`config.mk`:
```
export PLATFORM = sky130hd
export DESIGN_NAME = crod_top
export DESIGN_NICKNAME = d
export VERILOG_FILES = /design/src/core/crod_stab_counter.v /design/src/core/crod_top.v
export VERILOG_INCLUDE_DIRS = /design/src /design/src/core
export SDC_FILE = /design/constraint.sdc
export NUM_CORES = 1
export LEC_CHECK = 0
export BUFFER_PORTS_ARGS = -buffer_cell sky130_fd_sc_hd__buf_4
export CAP_MARGIN = 40
export CORE_MARGIN = 2
export CORE_UTILIZATION = 40
export CTS_CLUSTER_DIAMETER = 120
export CTS_CLUSTER_SIZE = 28
export DETAILED_ROUTE_END_ITERATION = 6
export MAX_ROUTING_LAYER = met4
export PLACE_DENSITY = 0.68
export SLEW_MARGIN = 20
export SYNTH_ARGS = -nofsm -noshare
export SYNTH_HDL_FRONTEND = slang
export SYNTH_HIERARCHICAL = 1
export SYNTH_SLANG_ARGS = --single-unit
```
`constraint.sdc`:
```
create_clock -name i_clock -period 2.35 [get_ports i_clock]
set_input_delay 0.47 -clock i_clock [delete_from_list [all_inputs] [get_ports i_clock]]
set_output_delay 0.47 -clock i_clock [all_outputs]
set_load 0.02 [all_outputs]
```
`src/core/crod_defines.vh`:
```
`ifndef CROD_DEFINES_VH
`define CROD_DEFINES_VH
// Register byte addresses (one aligned 32-bit word each)
`define CROD_ADDR_OPTION 4'h0
`define CROD_ADDR_PROG 4'h4
`define CROD_ADDR_STATUS 4'h8
`define CROD_ADDR_PROTECT 4'hC
// Option byte fields
`define CROD_PKG_BIT 7
`define CROD_RESET_CYCLE_SELECT_BIT 6
`define CROD_TYPE_HI 5
`define CROD_TYPE_LO 4
`define CROD_RANGE_HI 3
`define CROD_RANGE_LO 1
`define CROD_PLLOFF_BIT 0
// Erased option byte value
`define CROD_OPT_ERASED 8'hFF
// Clock source type codes
`define CROD_SRC_RESONATOR 2'h0
`define CROD_SRC_RESERVED 2'h1
`define CROD_SRC_RC 2'h2
`define CROD_SRC_EXTERNAL 2'h3
// Range codes
`define CROD_RANGE_LP 3'h0
`define CROD_RANGE_MP 3'h1
`define CROD_RANGE_MS 3'h2
`define CROD_RANGE_HS 3'h3
// Reset phase lengths in CPU cycles
`define CROD_RST_LONG 13'h1000
`define CROD_RST_SHORT 13'h0100
// Port pad count and pad count bonded in small package on the last port
`define CROD_PADS 8
`define CROD_PAD_MASK_SMALL 8'h0F
`define CROD_PAD_MASK_ALL 8'hFF
// Program mode key written to the control register
`define CROD_PROG_KEY 8'hA5
`endif

```
`src/core/crod_stab_counter.v`:
```
`timescale 1ns/1ps
`default_nettype none
`include "crod_defines.vh"
module crod_stab_counter (
  // Clock and reset
  input wire i_clock,
  input wire i_nrst,
  // Control
  input wire i_start,
  input wire [12:0] i_length,
  // Status
  output reg o_busy,
  output reg [12:0] o_count
);
  ////////////////////////////////////////////////////////////////
  // Counts down the loaded length, busy while nonzero
  always @(posedge i_clock) begin
    if (!i_nrst) begin
      o_count <= 13'h0000;
      o_busy <= 1'b0;
    end else if (i_start) begin
      o_count <= i_length;
      o_busy <= 1'b1;
    end else if (o_count > 13'h0001) begin
      o_count <= o_count - 13'h0001;
    end else begin
      o_count <= 13'h0000;
      o_busy <= 1'b0;
    end
  end
endmodule
`default_nettype wire

```
`src/core/crod_top.v`:
```
// Functional notes
// - Bit 7 set selects large package
// - Unbonded pads reset to input pull-up
// - Bit 6: 0 gives 4096, 1 gives 256
// - Bits 5:4 select main clock source
// - Resonator: range sets drive current
// - Other sources: range sets frequency band
// - Bit 0 low enables clock doubler
// - Protection polarity differs per variant
// - Option byte reachable only in programming
// - Reprogrammable: protect bit 0 enables protection
//
// Decided for this implementation: the placing of the registers and register access over Avalon-MM.
`timescale 1ns/1ps
`default_nettype none
`include "crod_defines.vh"
module crod_top (
  // Clock and reset
  input wire i_clock,
  input wire i_nrst,
  // Variant strap: high for factory coded part
  input wire i_rom_variant,
  // Avalon-MM slave
  input wire [3:0] i_avs_address,
  input wire i_avs_read,
  input wire i_avs_write,
  input wire [31:0] i_avs_writedata,
  input wire [3:0] i_avs_byteenable,
  output reg [31:0] o_avs_readdata,
  output reg o_avs_waitrequest,
  output reg [1:0] o_avs_response,
  // Decoded settings
  output reg o_large_package,
  output reg [7:0] o_pad_pullup_mask,
  output reg [1:0] o_clock_source_type,
  output reg [2:0] o_oscillator_range_field,
  output reg [2:0] o_resonator_drive,
  output reg [2:0] o_frequency_band,
  output reg o_doubler_enable,
  output reg o_readout_protect,
  output reg [12:0] o_reset_cycles,
  output reg o_reset_active
);
  ////////////////////////////////////////////////////////////////
  // State
  reg [7:0] option_reg;
  reg [7:0] option_next;
  reg prog_mode_reg;
  reg prog_mode_next;
  reg protect_bit_reg;
  reg protect_bit_next;
  reg [7:0] latched_reg;
  reg ack_reg;
  reg [31:0] rdata_next;
  reg [1:0] resp_next;
  reg load_reg;
  wire stab_busy;
  wire [12:0] stab_count;
  wire access;
  wire [12:0] rst_len;
  wire [7:0] image;
  wire [7:0] small_unbonded;
  reg [2:0] variant_sync_reg;
  reg variant_reg;
  integer i;

  // One wait cycle per access: waitrequest drops in the cycle after request
  assign access = (i_avs_read | i_avs_write) & ~ack_reg;
  // Image seen by the counter; stored copy on the load cycle, else the latch
  assign image = load_reg ? option_reg : latched_reg;
  assign rst_len = image[`CROD_RESET_CYCLE_SELECT_BIT] ? `CROD_RST_SHORT : `CROD_RST_LONG;
  // Pads with no pin in the small package
  assign small_unbonded = ~`CROD_PAD_MASK_SMALL;

  ////////////////////////////////////////////////////////////////
  // Variant strap comes from a pin: three flops, accept when last two agree
  always @(posedge i_clock) begin
    if (!i_nrst) begin
      variant_sync_reg <= 3'h0;
      variant_reg <= 1'b0;
    end else begin
      variant_sync_reg <= {variant_sync_reg[1:0], i_rom_variant};
      if (variant_sync_reg[1] == variant_sync_reg[2]) begin
        variant_reg <= variant_sync_reg[2];
      end
    end
  end

  ////////////////////////////////////////////////////////////////
  // Register write decode
  always @* begin
    option_next = option_reg;
    prog_mode_next = prog_mode_reg;
    protect_bit_next = protect_bit_reg;
    // Write commits on the edge where waitrequest is seen low
    if (ack_reg && i_avs_write && i_avs_byteenable[0]) begin
      case (i_avs_address)
        `CROD_ADDR_OPTION: begin
          if (prog_mode_reg) begin
            option_next = i_avs_writedata[7:0];
          end
        end
        `CROD_ADDR_PROG: begin
          prog_mode_next = (i_avs_writedata[7:0] == `CROD_PROG_KEY);
        end
        `CROD_ADDR_PROTECT: begin
          if (prog_mode_reg) begin
            protect_bit_next = i_avs_writedata[0];
          end
        end
        default: begin
          prog_mode_next = prog_mode_reg;
        end
      endcase
    end
  end

  ////////////////////////////////////////////////////////////////
  // Read mux; option bytes hidden outside programming mode
  always @* begin
    rdata_next = 32'h00000000;
    resp_next = 2'h0;
    case (i_avs_address)
      `CROD_ADDR_OPTION: begin
        if (prog_mode_reg) begin
          rdata_next = {24'h000000, option_reg};
        end else begin
          resp_next = 2'h2;
        end
      end
      `CROD_ADDR_PROG: rdata_next = {31'h00000000, prog_mode_reg};
      `CROD_ADDR_STATUS: rdata_next = {18'h00000, stab_busy, stab_count};
      `CROD_ADDR_PROTECT: begin
        if (prog_mode_reg) begin
          rdata_next = {31'h00000000, protect_bit_reg};
        end else begin
          resp_next = 2'h2;
        end
      end
      default: resp_next = 2'h2;
    endcase
  end

  ////////////////////////////////////////////////////////////////
  // Bus handshake and programming mode flag (cleared by functional reset)
  always @(posedge i_clock) begin
    if (!i_nrst) begin
      ack_reg <= 1'b0;
      o_avs_waitrequest <= 1'b1;
      o_avs_readdata <= 32'h00000000;
      o_avs_response <= 2'h0;
      prog_mode_reg <= 1'b0;
    end else begin
      ack_reg <= access;
      o_avs_waitrequest <= ~access;
      o_avs_readdata <= (access && i_avs_read) ? rdata_next : 32'h00000000;
      o_avs_response <= access ? resp_next : 2'h0;
      prog_mode_reg <= prog_mode_next;
    end
  end

  // Stored image models the erased non-volatile content at power-up
  initial begin
    option_reg = `CROD_OPT_ERASED;
    protect_bit_reg = 1'b1;
  end
  always @(posedge i_clock) begin
    option_reg <= option_next;
    protect_bit_reg <= protect_bit_next;
  end

  ////////////////////////////////////////////////////////////////
  // capture option image one cycle after reset release
  always @(posedge i_clock) begin
    if (!i_nrst) begin
      load_reg <= 1'b1;
      latched_reg <= `CROD_OPT_ERASED;
    end else begin
      load_reg <= 1'b0;
      if (load_reg) begin
        latched_reg <= option_reg;
      end
    end
  end

  // Reset phase stabilisation counter
  crod_stab_counter u_stab (
    .i_clock(i_clock),
    .i_nrst(i_nrst),
    .i_start(load_reg),
    .i_length(rst_len),
    .o_busy(stab_busy),
    .o_count(stab_count)
  );

  ////////////////////////////////////////////////////////////////
  // Decoded outputs, all registered
  always @(posedge i_clock) begin
    if (!i_nrst) begin
      o_large_package <= 1'b1;
      o_pad_pullup_mask <= `CROD_PAD_MASK_ALL;
      o_clock_source_type <= `CROD_SRC_RC;
      o_oscillator_range_field <= `CROD_RANGE_LP;
      o_resonator_drive <= 3'h0;
      o_frequency_band <= 3'h0;
      o_doubler_enable <= 1'b0;
      o_readout_protect <= 1'b0;
      o_reset_cycles <= `CROD_RST_LONG;
      o_reset_active <= 1'b1;
    end else begin
      o_large_package <= latched_reg[`CROD_PKG_BIT];
      // unbonded pads held as pulled-up inputs
      for (i = 0; i < `CROD_PADS; i = i + 1) begin
        o_pad_pullup_mask[i] <= latched_reg[`CROD_PKG_BIT] ? 1'b0 : small_unbonded[i];
      end
      o_clock_source_type <= latched_reg[`CROD_TYPE_HI:`CROD_TYPE_LO];
      o_oscillator_range_field <= latched_reg[`CROD_RANGE_HI:`CROD_RANGE_LO];
      // resonator drive current only for resonator type
      o_resonator_drive <= (latched_reg[`CROD_TYPE_HI:`CROD_TYPE_LO] == `CROD_SRC_RESONATOR)
        ? latched_reg[`CROD_RANGE_HI:`CROD_RANGE_LO] : 3'h0;
      o_frequency_band <= (latched_reg[`CROD_TYPE_HI:`CROD_TYPE_LO] != `CROD_SRC_RESONATOR)
        ? latched_reg[`CROD_RANGE_HI:`CROD_RANGE_LO] : 3'h0;
      o_doubler_enable <= ~latched_reg[`CROD_PLLOFF_BIT];
      o_readout_protect <= variant_reg ? protect_bit_reg : ~protect_bit_reg;
      o_reset_cycles <= rst_len;
      o_reset_active <= load_reg | stab_busy;
    end
  end
endmodule
`default_nettype wire

```
Word-level counts from Yosys, hierarchy flattened:

Index checks and enable logic that the tools add are counted.

* input bits: 45
* flip-flop bits (word level): 106
* output and inout bits: 71
* word-level logic and storage cells: 70

* muxes and demuxes: 15
* reductions and logical operators: 15
* add/subtract/negate cells: 1
* bitwise logic cells: 7
* eq/ne operators: 6
* order comparisons: 1

Operators with widths (number)
* $pmux W14 S4: 1
* $mux W13: 3
* $gt A13 B1 Y1 const B: 1
* $sub A13 B1 Y13 const B: 1
* $reduce_and A2 Y1: 5
* $eq A4 B4 Y1 const B: 2
* $eq A8 B8 Y1 const B: 1
* $mux W8: 1
* $mux W7: 1
* $mux W1: 6
* $reduce_and A3 Y1: 2
* $eq A4 B3 Y1 const B: 1
* $logic_not A4 Y1: 1
* $mux W4: 1
* $not A1 Y1: 4
* $pmux W2 S2: 1
* $reduce_or A2 Y1: 2
* $logic_and A1 B1 Y1: 3
* $logic_not A2 Y1: 1
* $mux W2: 1
* $ne A2 B2 Y1 const B: 1
* $or A1 B1 Y1: 2
* $reduce_bool A2 Y1: 1
* $and A1 B1 Y1: 1
* $eq A1 B1 Y1: 1

Longest topological paths before layout:

Gate-level depths: netlist of the first run.

* depth after elaboration: 4
* depth in mapped cells: 6
* mapped depth without buffers: 6

Cells and area by module:

Netlist of the first run, hierarchy kept.

Modules (own cells, without submodules)
* crod_top: cells an instance 197, instances 1, sequential area each 1251.2 um^2, area each 2165.8 um^2
* crod_stab_counter: cells an instance 84, instances 1, sequential area each 280.3 um^2, area each 742.0 um^2

Least setup slack after synthesis of the first run:

Ideal clock, no wire load.

* path type: input -> register
* from: in i_avs_address[3]
* to: reg option_reg[0], enable pin
* data arrival time: 1504 ps
* required time: 1980 ps
* path buffers: 1
* path slack: 476 ps
* stages on the path: 4
* setup time: 370 ps
* cells stage by stage: buf_4 > nor4_4 > nand2_1 > nor2_1

* longest elaborated chain between the ends: 2

RTL lines
* start: declaration: line crod_top.v:24 `input wire [3:0] i_avs_address,`
* $logic_not A4 Y1: line crod_top.v:97 `case (i_avs_address)`
* $reduce_and A3 Y1 (no line)
* end signal: assignment: line crod_top.v:168 `option_reg <= option_next;`
* end: declaration: line crod_top.v:46 `reg [7:0] option_reg;`

Every way passes these cells.
A chain may end at the register's enable or synchronous reset.

Worst setup path after layout of the first run:

* from: reg u_stab.o_count[4]
* to: reg u_stab.o_count[4]

* longest elaborated chain between the ends: 3
* elaborated cells on any way between the ends: 4
* classes of those cells: add/sub (1); order compare (1); mux (2)

RTL lines
* start: declaration: line crod_stab_counter.v:13 `output reg [12:0] o_count`
* start signal: assignment: line crod_stab_counter.v:22 `o_count <= i_length;`
* start signal: assignment: line crod_stab_counter.v:25 `o_count <= o_count - 13'h0001;`
* $sub A13 B1 Y13 or $gt A13 B1 Y1 (tied branches): line crod_stab_counter.v:25, crod_stab_counter.v:24
* $mux W13 (*): line crod_stab_counter.v:24 `end else if (o_count > 13'h0001) begin`
* $mux W13 (*): line crod_stab_counter.v:21 `end else if (i_start) begin`

Mark *: on every way between the ends. The rest lies on a longest branch, timed or not.

==> summary by stage, run 1 <==
Synthesis
The flip-flop and latch count after synthesis is 72. The fraction of registers with async set or reset after synthesis is 0%. A synthesized cell averages 10.3 um2.

Ranked by instance count, the synthesized netlist is headed by sky130_fd_sc_hd__dfxtp_1, sky130_fd_sc_hd__buf_4, sky130_fd_sc_hd__nand2_1, sky130_fd_sc_hd__nor2_1. Summed over all instances, the cell type with the most area after synthesis is sky130_fd_sc_hd__dfxtp_1. In this run the cell area of the synthesized design comes to 2910 um2. The top-area cell type share of the netlist area is 43.4%. Sequential cells were found to cover 52.7% of the synthesized design area. For this run, the number of Yosys warnings is 6. The most common cell in the synthesized netlist is sky130_fd_sc_hd__dfxtp_1. In the synthesized netlist the dominant register cell turns out to be sky130_fd_sc_hd__dfxtp_1. The number of library cell types mapped by synthesis is 41. By area the synthesized netlist is led by sky130_fd_sc_hd__dfxtp_1, sky130_fd_sc_hd__buf_4, sky130_fd_sc_hd__edfxtp_1, sky130_fd_sc_hd__nand2_1, sky130_fd_sc_hd__nor2_1.

Counting flops with a built-in enable in the synthesized netlist gives 9. The post-synthesis instance total is 281.

Finish
The layout-stage area growth over the synthesis result is 21.0%. In the final design database the tool counted 395 nets. Of the cells placed in the final design, the portion with a size suffix greater than 1 is 25.5%. After filler insertion, the fill cell instance count of the layout stands at 695.

The largest register by flop count is o_avs_readdata. The number of inserted diodes is 0. The register with the most flip-flops in the layout has 14 of them. In the final layout, the registers with the most flip-flops are o_avs_readdata (14), u_stab/o_count (13).

Measured on the finished design, the core utilization comes to 49.3%.

Drt
For this run, design rule violations remaining after detail routing come to 0. Summing over every cut layer, the via total after detailed routing is 1996. After detailed routing, the average wire length per cell comes to 12.0 um. The number of vias per cell after detailed routing is 4.42. The first-pass iteration count of the detailed router is 4.

The overall routed net length is 5.41 mm. In this run the remaining antenna-violating nets after routing total 0. In this run, the number of DRC markers left after iteration 0 of detailed routing was 68.

Die
The total number of placement rows is 31. The number of placed I/O pins is 116. The initial utilization of the core area, before any placement, comes to 40.7%.

The core area is 7140 um2. The floorplan step set the die width to 89.3 um. The die span in y is 89.3 um.

The floorplan step defined a die boundary enclosing 7970 um2.

Timing
Setup total negative slack on the finished layout was measured at 0 ns. The total count of hold-check failures in the final report is 0. Setup violations remaining at the end of the flow were counted as 0. Setup repair after global routing left no endpoint under its margin. The final worst-path cycle share is 71.7%. The number of pins exceeding their max-slew limit in the final report was 0. The minimum period implied by the final worst setup slack is 1.69 ns.

The worst clock skew on the final layout is 0.0102 ns. The maximum frequency from static timing analysis is 593 MHz.

Flow run
Across the run, the number of max-cap violations was 0.

Worst setup path
In this design, the stage delay of the slowest critical-path cell is 0.45 ns. The sum of buffers and inverters on the critical path is 0. Along the worst path, the maximum fanout reaches 10. The cell with the biggest individual delay on the critical path is sky130_fd_sc_hd__nor4_4. At the worst endpoint, the required time is 2.57 ns.

The worst setup path startpoint is u_stab/o_count[4]. The worst setup path is captured at a register. The source of the worst register-to-register timing path is u_stab/o_count[4]. Walking the worst path, the cells encountered are nor4_4 > nand4_2 > nand3b_2 > o21ai_0.

The classification of the worst setup path is reg -> reg. The setup slack of the worst register-to-register path is 0.66 ns. Counting buffers and inverters, the worst setup path is 4 cells deep.

The nature of the critical path startpoint is a register. Data on the critical path arrives at its endpoint at 1.91 ns. Grouping stages by cell kind, the critical path spends the most delay in simple AND/OR/NAND/NOR gates. The count of cells along the worst register-to-register path is 4.

Clock network
Counting along the longest clock path gives a buffer depth of 2. TritonCTS built the clock tree. Buffers added to address setup during post-CTS repair amount to 0. For this design, the sink count on the clock tree is 72. The insertion delay of the later-clocked pin in the worst-skew pair is 0.35 ns.

The number of buffers added to fix hold violations after cts is 0. The total number of H-tree levels is 3. Once the clock tree was built, the resizer swapped 0 gates to a different size. In this run, CTS created clock tree buffers numbering 9. CTS placed an instance of sky130_fd_sc_hd__clkbuf_8 at the clock tree root. After clock tree synthesis, the clock-pin slew on the worst setup and hold paths is 0.09 ns.

Placed design
The congestion estimate from routability-driven global placement came to 0.802. The HPWL after detailed placement is 3.92 mm. The number of port buffers is 58.

Power and ir drop
The leakage component of the power is 0.00153 uW. The worst ir drop on vdd is 0.000314 V. The total power density per cell area is 753 nW/um2.

Outcome
The flow ran to the end, and the final reports show no timing, DRC or antenna violations.

Worst hold path
The type of the tightest min-delay check is in -> reg. The worst hold path begins at i_avs_writedata[5]. The number of cells on the worst hold path is 1.

GRT
The number of global-route vias before repair was 1760. Entering global routing, the biggest net connects 28 pins. Global routing used 17.7% of the available met1 tracks. After global routing, the most crowded layer is met2. The initial antenna violation count is 0. For met3 alone, demand over resource in global routing was 4.16%. The all-layer global routing usage is 14.5%. For this run, global-route usage on met2 was measured as 22.2%. The first global-routing pass estimated 8.30 mm of wire. The global-route congestion overflow total is 0.
## path summary, 6_finish.rpt
path	endpoint
worst max register to register	u_stab/o_count[4]
worst max-delay path	u_stab/o_count[4]
worst min register to register	o_pad_pullup_mask[4]
worst min-delay path	option_reg[5]
## placed cells by master, fill, tap and decap left out, drive strengths merged, types with 2 or more instances in the layout
master / synthesis / layout
nor2: 22 / 22
buf: 40 / 61
nand4: 3 / 3
nor4: 4 / 4
ha: 2 / 2
nand2b: 2 / 2
nand4b: 2 / 2
nor4b: 2 / 2
nor4bb: 2 / 2
a21oi: 3 / 3
a32oi: 8 / 8
xnor2: 5 / 5
mux2i: 8 / 8
nand2: 26 / 26
edfxtp: 9 / 9
nor2b: 6 / 6
and2: 11 / 11
o21ai: 13 / 13
nand3: 5 / 5
a22oi: 3 / 3
inv: 11 / 17
conb: 1 / 41
clkbuf: 5 / 9
nor3: 9 / 9
xor2: 8 / 8
dfxtp: 63 / 63
## metrics by stage
stage                     setup slack [ns]  std cells  hold WS [ns]  power (uW)  area (um2)
after floorplan                      0.476        321         0.365        1670        3060
after global placement               0.634        435         0.378        1720        3310
after detailed placement             0.629        436         0.380        1730        3330
after CTS                            0.656        452         0.283        2670        3520
after global routing                 0.522        452         0.280        2770        3520
final                                0.665        452         0.300        2650        3520
## cell type report
cell class | count | area, um2 | area share (%)
inverter | 11 | 41.3 | 1.17
multi-input combinational | 193 | 1160 | 33.1
clock inverter | 7 | 66.3 | 1.89
timing repair buffer | 61 | 465 | 13.2
sequential | 72 | 1530 | 43.5
tap | 99 | 124 | 3.52
clock buffer | 9 | 124 | 3.52
## cell families (layout without fill, tap and decap cells)
| family | Yosys count | after routing | share of synthesized area [%] |
|---|---|---|---|
| compound gates | 30 | 30 | 7.14 |
| xor+xnor | 13 | 13 | 3.92 |
| fa+ha+maj | 2 | 2 | 0.860 |
| buf+inv | 56 | 88 | 12.4 |
| flops | 72 | 72 | 52.7 |
| mux | 8 | 8 | 2.75 |
| other cells | 1 | 41 | 0.129 |
| simple gates | 99 | 99 | 20.1 |
## layer usage
metal | vias up | part of all wire, %
met1 | 911 | 45
met2 | 72 | 47
met4 | 0 | 1.6
li1 | 1007 | -
met5 | - | 0
met3 | 6 | 6.3
## report_power, final
group          internal (uW)  leakage [uW]  switching, uW
Clock                    414     0.0000991            527
Combinational            144      0.000832            209
Sequential              1300      0.000600           55.2
Note: power is estimated with default switching activity, not from simulation.
==> inputs of run 2 (changes only) <==
--- a/config.mk
+++ b/config.mk
@@ -14,7 +14,7 @@
 export CTS_CLUSTER_SIZE = 28
 export DETAILED_ROUTE_END_ITERATION = 6
 export MAX_ROUTING_LAYER = met4
-export PLACE_DENSITY = 0.68
+export PLACE_DENSITY = 0.71
 export SLEW_MARGIN = 20
 export SYNTH_ARGS = -nofsm -noshare
 export SYNTH_HDL_FRONTEND = slang
==> constraint.sdc (replaced) <==
create_clock -name i_clock -period 1.4 [get_ports i_clock]
set_input_delay 0.28 -clock i_clock [delete_from_list [all_inputs] [get_ports i_clock]]
set_output_delay 0.28 -clock i_clock [all_outputs]
set_load 0.02 [all_outputs]
==> summary by stage, run 2 (synthesis results as in run 1) <==
Outcome
The flow ran to the end, but the final reports show violations. The checks that failed: negative setup slack.

Timing
The final worst-path cycle share is 101%. The final setup TNS is -0.0146 ns. The number of pins exceeding their max-slew limit in the final report is 0. The minimum setup slack in the final design is -0.0120 ns. For the finished layout, the period the worst path requires is 1.41 ns. The total count of hold-check failures in the final report is 0. Setup violations remaining at the end of the flow were counted as 2.

Timing would allow up to 708 MHz. Setup repair after global routing could not meet its margin everywhere. Between clock sinks in the finished design, the worst skew comes to 0.00885 ns.

Die
Measured along the y axis, the die boundary spans 89.3 um. The die covers 7970 um2. The initial utilization of the core area, before any placement, comes to 40.7%. The core area is 7140 um2. The die width is 89.3 um. The number of placed I/O pins is 116. The total number of placement rows is 31.

GRT
The number of global-route vias before repair is 1970. Across every metal layer, demand over resource in global routing totals 15.3%. The initial antenna violation count is 0. The pin count of the biggest net entering global routing is 18. The wire length of the first global-routing pass is 8.84 mm. For this run the aggregate overflow at the end of global routing stands at 0.

Finish
More flip-flops sit in one register than any other, and that register is o_avs_readdata. In the final layout, the registers with the most flip-flops are o_avs_readdata (14), u_stab/o_count (13). The register with the most flip-flops in the layout has 14 of them. The post-layout net count is 421. The number of antenna diodes in the final layout is 0.

The layout-stage area growth over the synthesis result is 30.8%. The library cell used most frequently in the layout, excluding fill and tap cells, is sky130_fd_sc_hd__buf_4. The fraction of layout cells with a size suffix above 1 is 33.8%. In the layout the commonest cells are sky130_fd_sc_hd__buf_4, sky130_fd_sc_hd__dfxtp_1, sky130_fd_sc_hd__conb_1. Counting the fill cells in the layout gives 670.

Worst setup path
The slowest stage of the critical path belongs to the cell sky130_fd_sc_hd__or4_4. The arrival time of data at the critical path endpoint is 1.65 ns. The worst setup path is captured at a register. In this design, the largest share of critical-path delay is due to simple AND/OR/NAND/NOR gates. The critical path contains buffers and inverters numbering 0 combined. The worst endpoint required time is 1.64 ns. STA classifies the critical path startpoint as a register.

The longest individual stage delay on the worst path is 0.58 ns. Walking the worst path, the cells encountered are or4_4 > nor3b_2 > xnor2_1 > o21ai_2. The critical path in this run is classified as reg -> reg. In this run the worst path has a maximum fanout of 3.

Clock network
The tree is rooted in a sky130_fd_sc_hd__clkbuf_8. The worst-case clock buffer depth is 2. Clock-pin slew was measured on the worst setup and hold paths at 0.08 ns. The insertion delay of the later-clocked pin in the worst-skew pair is 0.35 ns. The total number of H-tree levels is 3. TritonCTS created 9 clock buffers. The clock tree from TritonCTS is yes. CTS saw 72 sinks.

Flow run
Max-cap violations in this run came to 0.

Drt
In the routed layout, each cell is associated on average with a via count of 4.44. The number of nets with antenna violations after detailed routing is 0. The overall routed net length is 5.71 mm. After detailed routing, the average wire length per cell comes to 12.0 um. The routed layout has 2121 vias. The residual DRC count is 0.

The first-pass iteration count of the detailed router is 4. After the first detailed-routing iteration, the DRC count stood at 107.

Placed design
The routability congestion estimate from global placement is 0.852. The HPWL reported at the end of detailed placement is 4.18 mm. The number of port buffers is 58.

Power and ir drop
Total power for the finished layout comes to 4750 uW. Across the VDD grid, the largest voltage drop is 0.000525 V. The total power density per cell area is 1250 nW/um2. For this design the static power due to leakage is 0.00167 uW.

Worst hold path
The type of the tightest min-delay check is in -> reg.
## run 2: cell count changes in the layout (fill, tap and decap cells not counted), sizes merged
cell      previous run  this run
clkinv               1         0
bufinv               0         1
inv                 17        15
clkbuf               9        10
buf                 61        87
clkinvlp             0         1
## run 2: repair_timing
action                                  in CTS  in global routing
endpoints found under the setup margin      18                 14
hold buffers                                 0                  0
pin swaps                                    3                  7
gates resized for setup                      7                 12
setup buffers                                0                  2
## run 2: per-stage QoR
step / instance area (um2) / utilization, % / setup WS, ns / hold slack [ns] / std cells
after floorplan: 3070 / - / -0.0256 / 0.365 / 321
after global placement: 3510 / 49.1 / -0.0327 / 0.378 / 460
after detailed placement: 3510 / 49.1 / -0.0814 / 0.378 / 460
after CTS: 3730 / 52.3 / -0.0214 / 0.102 / 476
after global routing: 3800 / 53.3 / -0.0884 / 0.0998 / 478
final: 3800 / 53.3 / -0.0120 / 0.118 / 478
## run 2: cell type report
| type | count | area, um2 | share of cell area, % |
|---|---|---|---|
| Timing Repair Buffer | 87 | 657 | 17.3 |
| Clock inverter | 6 | 72.6 | 1.91 |
| Tap cell | 99 | 124 | 3.26 |
| Inverter | 11 | 41.3 | 1.09 |
| Multi-Input combinational cell | 193 | 1230 | 32.4 |
| Clock buffer | 10 | 138 | 3.62 |
| Sequential cell | 72 | 1540 | 40.4 |
## run 2: power by group
part           switching (uW)  total (uW)  internal (uW)
combinational             434         791            357
clock                     811        1710            896
sequential               67.8        2250           2180
## run 2: worst reg2reg max path, cell delays in order, from the launching register on
cell and delay, ns:
sky130_fd_sc_hd__dfxtp_1 0.32, sky130_fd_sc_hd__or4_4 0.58, sky130_fd_sc_hd__nor3b_2 0.20, sky130_fd_sc_hd__xnor2_1 0.15
sky130_fd_sc_hd__o21ai_2 0.06
## run 2: per-layer routing
| layer | global-route usage, % | wire (um) | vias up |
|---|---|---|---|
| li1 | - | - | 1059 |
| met5 | - | 0 | - |
| met1 | 17.2 | 2410 | 970 |
| met2 | 25.4 | 2820 | 82 |
| met4 | 8.28 | 128 | 0 |
| met3 | 3.42 | 347 | 10 |
## run 2: path summary, 6_finish.rpt
path                                    startpoint              endpoint  slack (ns)  cells past startpoint
worst max-delay path             u_stab/o_count[3]     u_stab/o_count[9]       -0.01                      4
worst min-delay path            i_avs_writedata[2]         option_reg[2]        0.12                      1
worst max register to register   u_stab/o_count[3]     u_stab/o_count[9]       -0.01                      4
worst min register to register      latched_reg[7]  o_pad_pullup_mask[4]        0.40                      1
==> inputs of run 3 (changes only) <==
--- a/config.mk
+++ b/config.mk
@@ -6,15 +6,16 @@
 export SDC_FILE = /design/constraint.sdc
 export NUM_CORES = 1
 export LEC_CHECK = 0
+export ABC_AREA = 1
 export BUFFER_PORTS_ARGS = -buffer_cell sky130_fd_sc_hd__buf_4
 export CAP_MARGIN = 40
-export CORE_MARGIN = 2
 export CORE_UTILIZATION = 40
 export CTS_CLUSTER_DIAMETER = 120
 export CTS_CLUSTER_SIZE = 28
 export DETAILED_ROUTE_END_ITERATION = 6
 export MAX_ROUTING_LAYER = met4
-export PLACE_DENSITY = 0.71
+export PLACE_DENSITY = 0.7
+export SETUP_SLACK_MARGIN = 0.3
 export SLEW_MARGIN = 20
 export SYNTH_ARGS = -nofsm -noshare
 export SYNTH_HDL_FRONTEND = slang
==> summary by stage, run 3 <==
Flow run
The reported max-cap violation count is 0.

Finish
Counting the fill cells in the layout gives 668. The post-layout net count is 498. The layout-stage area growth over the synthesis result is 34.3%. The number of inserted diodes is 0.

In the layout the commonest cells are sky130_fd_sc_hd__nand2_1, sky130_fd_sc_hd__buf_4, sky130_fd_sc_hd__conb_1. The largest registers in the layout are o_avs_readdata (14), u_stab/o_count (13). The register with the most flip-flops in the layout has 14 of them.

With fillers left out, the area of the finished cells amounts to 4060 um2. The post-route netlist has 34.2% of its cells at a drive strength greater than 1. The flip-flop and latch area is 1570 um2. The largest register by flop count is o_avs_readdata. The commonest non-fill, non-tap cell in the layout is sky130_fd_sc_hd__nand2_1. The multi-input combinational cells in the finished layout cover a total of 1320 um2. The end-of-flow core utilization is 55.6%.

Synthesis
The synthesized area per cell is 8.16 um2. The predominant post-synthesis flop cell is sky130_fd_sc_hd__dfxtp_1. For this run, the register share of the synthesized area comes to 50.7%. The synthesized design contains 9 enable-type register cells. The combined area of all synthesized cells is 3020 um2. The flip-flop and latch count after synthesis is 72. The number of library cell types mapped by synthesis is 29.

Of the post-synthesis cell area, the dominant cell type holds 41.8%. Yosys printed 6 warnings. The biggest area contributor in the post-synthesis netlist is sky130_fd_sc_hd__dfxtp_1. After technology mapping, the gate count stands at 370.

In the synthesized netlist, the cells that appear most often are sky130_fd_sc_hd__nand2_1, sky130_fd_sc_hd__dfxtp_1, sky130_fd_sc_hd__nor2_1, sky130_fd_sc_hd__buf_4, sky130_fd_sc_hd__inv_1. The most common cell in the synthesized netlist is sky130_fd_sc_hd__nand2_1. The fraction of registers with async set or reset after synthesis is 0%. Ranked by total cell area, the synthesized netlist is headed by sky130_fd_sc_hd__dfxtp_1, sky130_fd_sc_hd__nand2_1, sky130_fd_sc_hd__buf_4, sky130_fd_sc_hd__edfxtp_1, sky130_fd_sc_hd__nor2_1.

Worst hold path
The worst hold path passes through 3 cells. The start point of the worst hold path is i_rom_variant. The path class of the tightest hold or removal check is in -> reg.

Timing
For the pin with the worst max-slew slack, the measured transition is 0.558 ns. Setup slack closes at 0.119 ns. The total count of hold-check failures in the final report came to 0. The maximum frequency from static timing analysis is 780 MHz. The worst clock skew on the final layout is 0.00364 ns. Setup repair after global routing could not meet its margin everywhere. In this run the tightest slew margin relative to its limit is 62.8%. The number of pins exceeding their max-slew limit in the final report was 0. The final setup TNS is 0 ns. In the finished design, the share of the clock period the worst path needs comes to 91.5%. The number of endpoints failing setup at the final stage is 0. Subtracting the final worst setup slack from the clock period gives 1.28 ns.

Placed design
Summing all placed instances gives a cell area of 3530 um2. The HPWL reported at the end of detailed placement is 4.24 mm. At the end of routability-driven placement, the weighted congestion stood at 0.874. During placement, the flow inserted port buffers numbering 58. OpenSTA, run right after detailed placement, puts the worst setup slack at 0.0572 ns.

Clock network
TritonCTS built the clock tree. The later pin in the worst-skew pair is clocked with a latency of 0.34 ns. The number of buffers added to fix hold violations after cts is 0.

The total number of H-tree levels is 3. The worst-case clock buffer depth is 2. The number of clock buffers added by TritonCTS is 9. The tree built by TritonCTS fans out to 72 sinks. The buffer cell driving the clock tree root is sky130_fd_sc_hd__clkbuf_8. The post-CTS clock slew at the launch and capture registers of the worst setup and hold paths is 0.07 ns.

Worst setup path
The source of the worst register-to-register timing path is u_stab/o_count[1]. The largest fanout of any net on the critical path is 8. The count of cells along the worst register-to-register path is 8.

STA puts the critical path data required time at 1.67 ns. STA classifies the critical path endpoint as a register. At the worst endpoint, the arrival time is 1.55 ns.

The classification of the worst setup path is reg -> reg. The worst setup path startpoint is u_stab/o_count[1]. The nature of the critical path startpoint is a register.

Drt
Dividing the detail-routed wire length by the instance count gives 11.0 um. For this block, the initial DRC count from the detailed router was 124. The number of nets with antenna violations after detailed routing is 0. The first-pass iteration count of the detailed router is 4. Dividing the detail-routed via count by the number of cells gives 4.32. The overall routed net length is 6.12 mm.

Across all layers, the routed design uses 2398 vias. After detailed routing, the number of remaining DRC violations is 0.

Die
The die width is 88.9 um. The floorplan step defined a die boundary enclosing 7900 um2. The core area is 7290 um2. The floorplan step set the die height to 88.9 um. During I/O placement, the number of pins put on the boundary was 116. The floorplan has 31 rows. Once the floorplan was initialized, standard cells occupied 41.4% of the core.

GRT
The all-layer global routing usage is 16.8%. Entering global routing, the biggest net connects 20 pins. The wire length of the first global-routing pass is 9.60 mm. The initial antenna violation count is 0. The number of global-route vias before repair is 2112.

The global-route congestion overflow total is 0.

Power and ir drop
The total power is 4820 uW. The leakage component of the power is 0.00191 uW. The worst ir drop on vdd is 0.000451 V. The total power density per cell area is 1190 nW/um2.

Outcome
The flow ran to the end, and the final reports show no timing, DRC or antenna violations.
==> run 3: changes by cell type after synthesis, moves of 7 or more <==
cell	delta
sky130_fd_sc_hd__a21oi_1	+20
sky130_fd_sc_hd__a32oi_1	-8
sky130_fd_sc_hd__and2_1	-11
sky130_fd_sc_hd__inv_1	+25
sky130_fd_sc_hd__mux2i_1	-8
sky130_fd_sc_hd__nand2_1	+68
sky130_fd_sc_hd__nand3_1	+18
sky130_fd_sc_hd__nor2_1	+19
sky130_fd_sc_hd__o21ai_0	-7
==> run 3: area by class of cell <==
type / instances / share of cell area, %
Inverter: 37 / 3.67
Clock buffer: 13 / 4.16
Timing Repair Buffer: 75 / 16.7
Multi-Input combinational cell: 256 / 32.4
Sequential cell: 72 / 38.7
Clock inverter: 3 / 1.17
Tap cell: 99 / 3.05
==> run 3: metrics by stage <==
step	cells	hold WS, ns
after floorplan	410	0.358
after global placement	532	0.365
after detailed placement	532	0.370
after CTS	552	0.109
after global routing	555	0.114
final	555	0.121
==> run 3: where the power goes <==
| part | internal, uW | leakage, uW | switching, uW |
|---|---|---|---|
| clock network | 980 | 0.000110 | 751 |
| registers | 2180 | 0.000606 | 84.6 |
| logic | 329 | 0.00119 | 487 |
==> run 3: worst paths after layout <==
path | to | slack (ns)
worst min register to register | o_pad_pullup_mask[4] | 0.39
worst min-delay path | variant_sync_reg[0] | 0.12
worst max-delay path | u_stab/o_count[3] | 0.12
worst max register to register | u_stab/o_count[3] | 0.12
==> run 3: cell families after synthesis <==
group | Yosys count | synth area share, %
buf+inv | 82 | 15.5
other cells | 1 | 0.124
fa+ha+maj | 2 | 0.828
flops | 72 | 50.7
xor+xnor | 6 | 1.74
compound gates | 30 | 5.30
simple gates | 177 | 25.8
==> run 3: timing repair <==
action / in CTS / in global routing
pin swaps: 8 / 9
resized for setup: 28 / 55
endpoints found under the hold margin: 0 / 0
endpoints found under the setup margin: 41 / 70
setup buffers: 4 / 3
==> run 3: critical path: stages (launching register included) <==
cell and delay (ns):
sky130_fd_sc_hd__dfxtp_4 0.37, sky130_fd_sc_hd__inv_4 0.05, sky130_fd_sc_hd__ha_4 0.15, sky130_fd_sc_hd__nand3_2 0.07, sky130_fd_sc_hd__nand2_2 0.06, sky130_fd_sc_hd__a21oi_2 0.17, sky130_fd_sc_hd__buf_6 0.16, sky130_fd_sc_hd__nand2_2 0.06
sky130_fd_sc_hd__a21oi_2 0.13
==> run 3: metal layers <==
layer / GRT usage [%] / vias up / wire length, um
li1: - / 1235 / -
met1: 21.3 / 1075 / 2790
met2: 25.9 / 81 / 2900
met3: 3.88 / 7 / 339
met4: 7.04 / 0 / 88
met5: - / - / 0
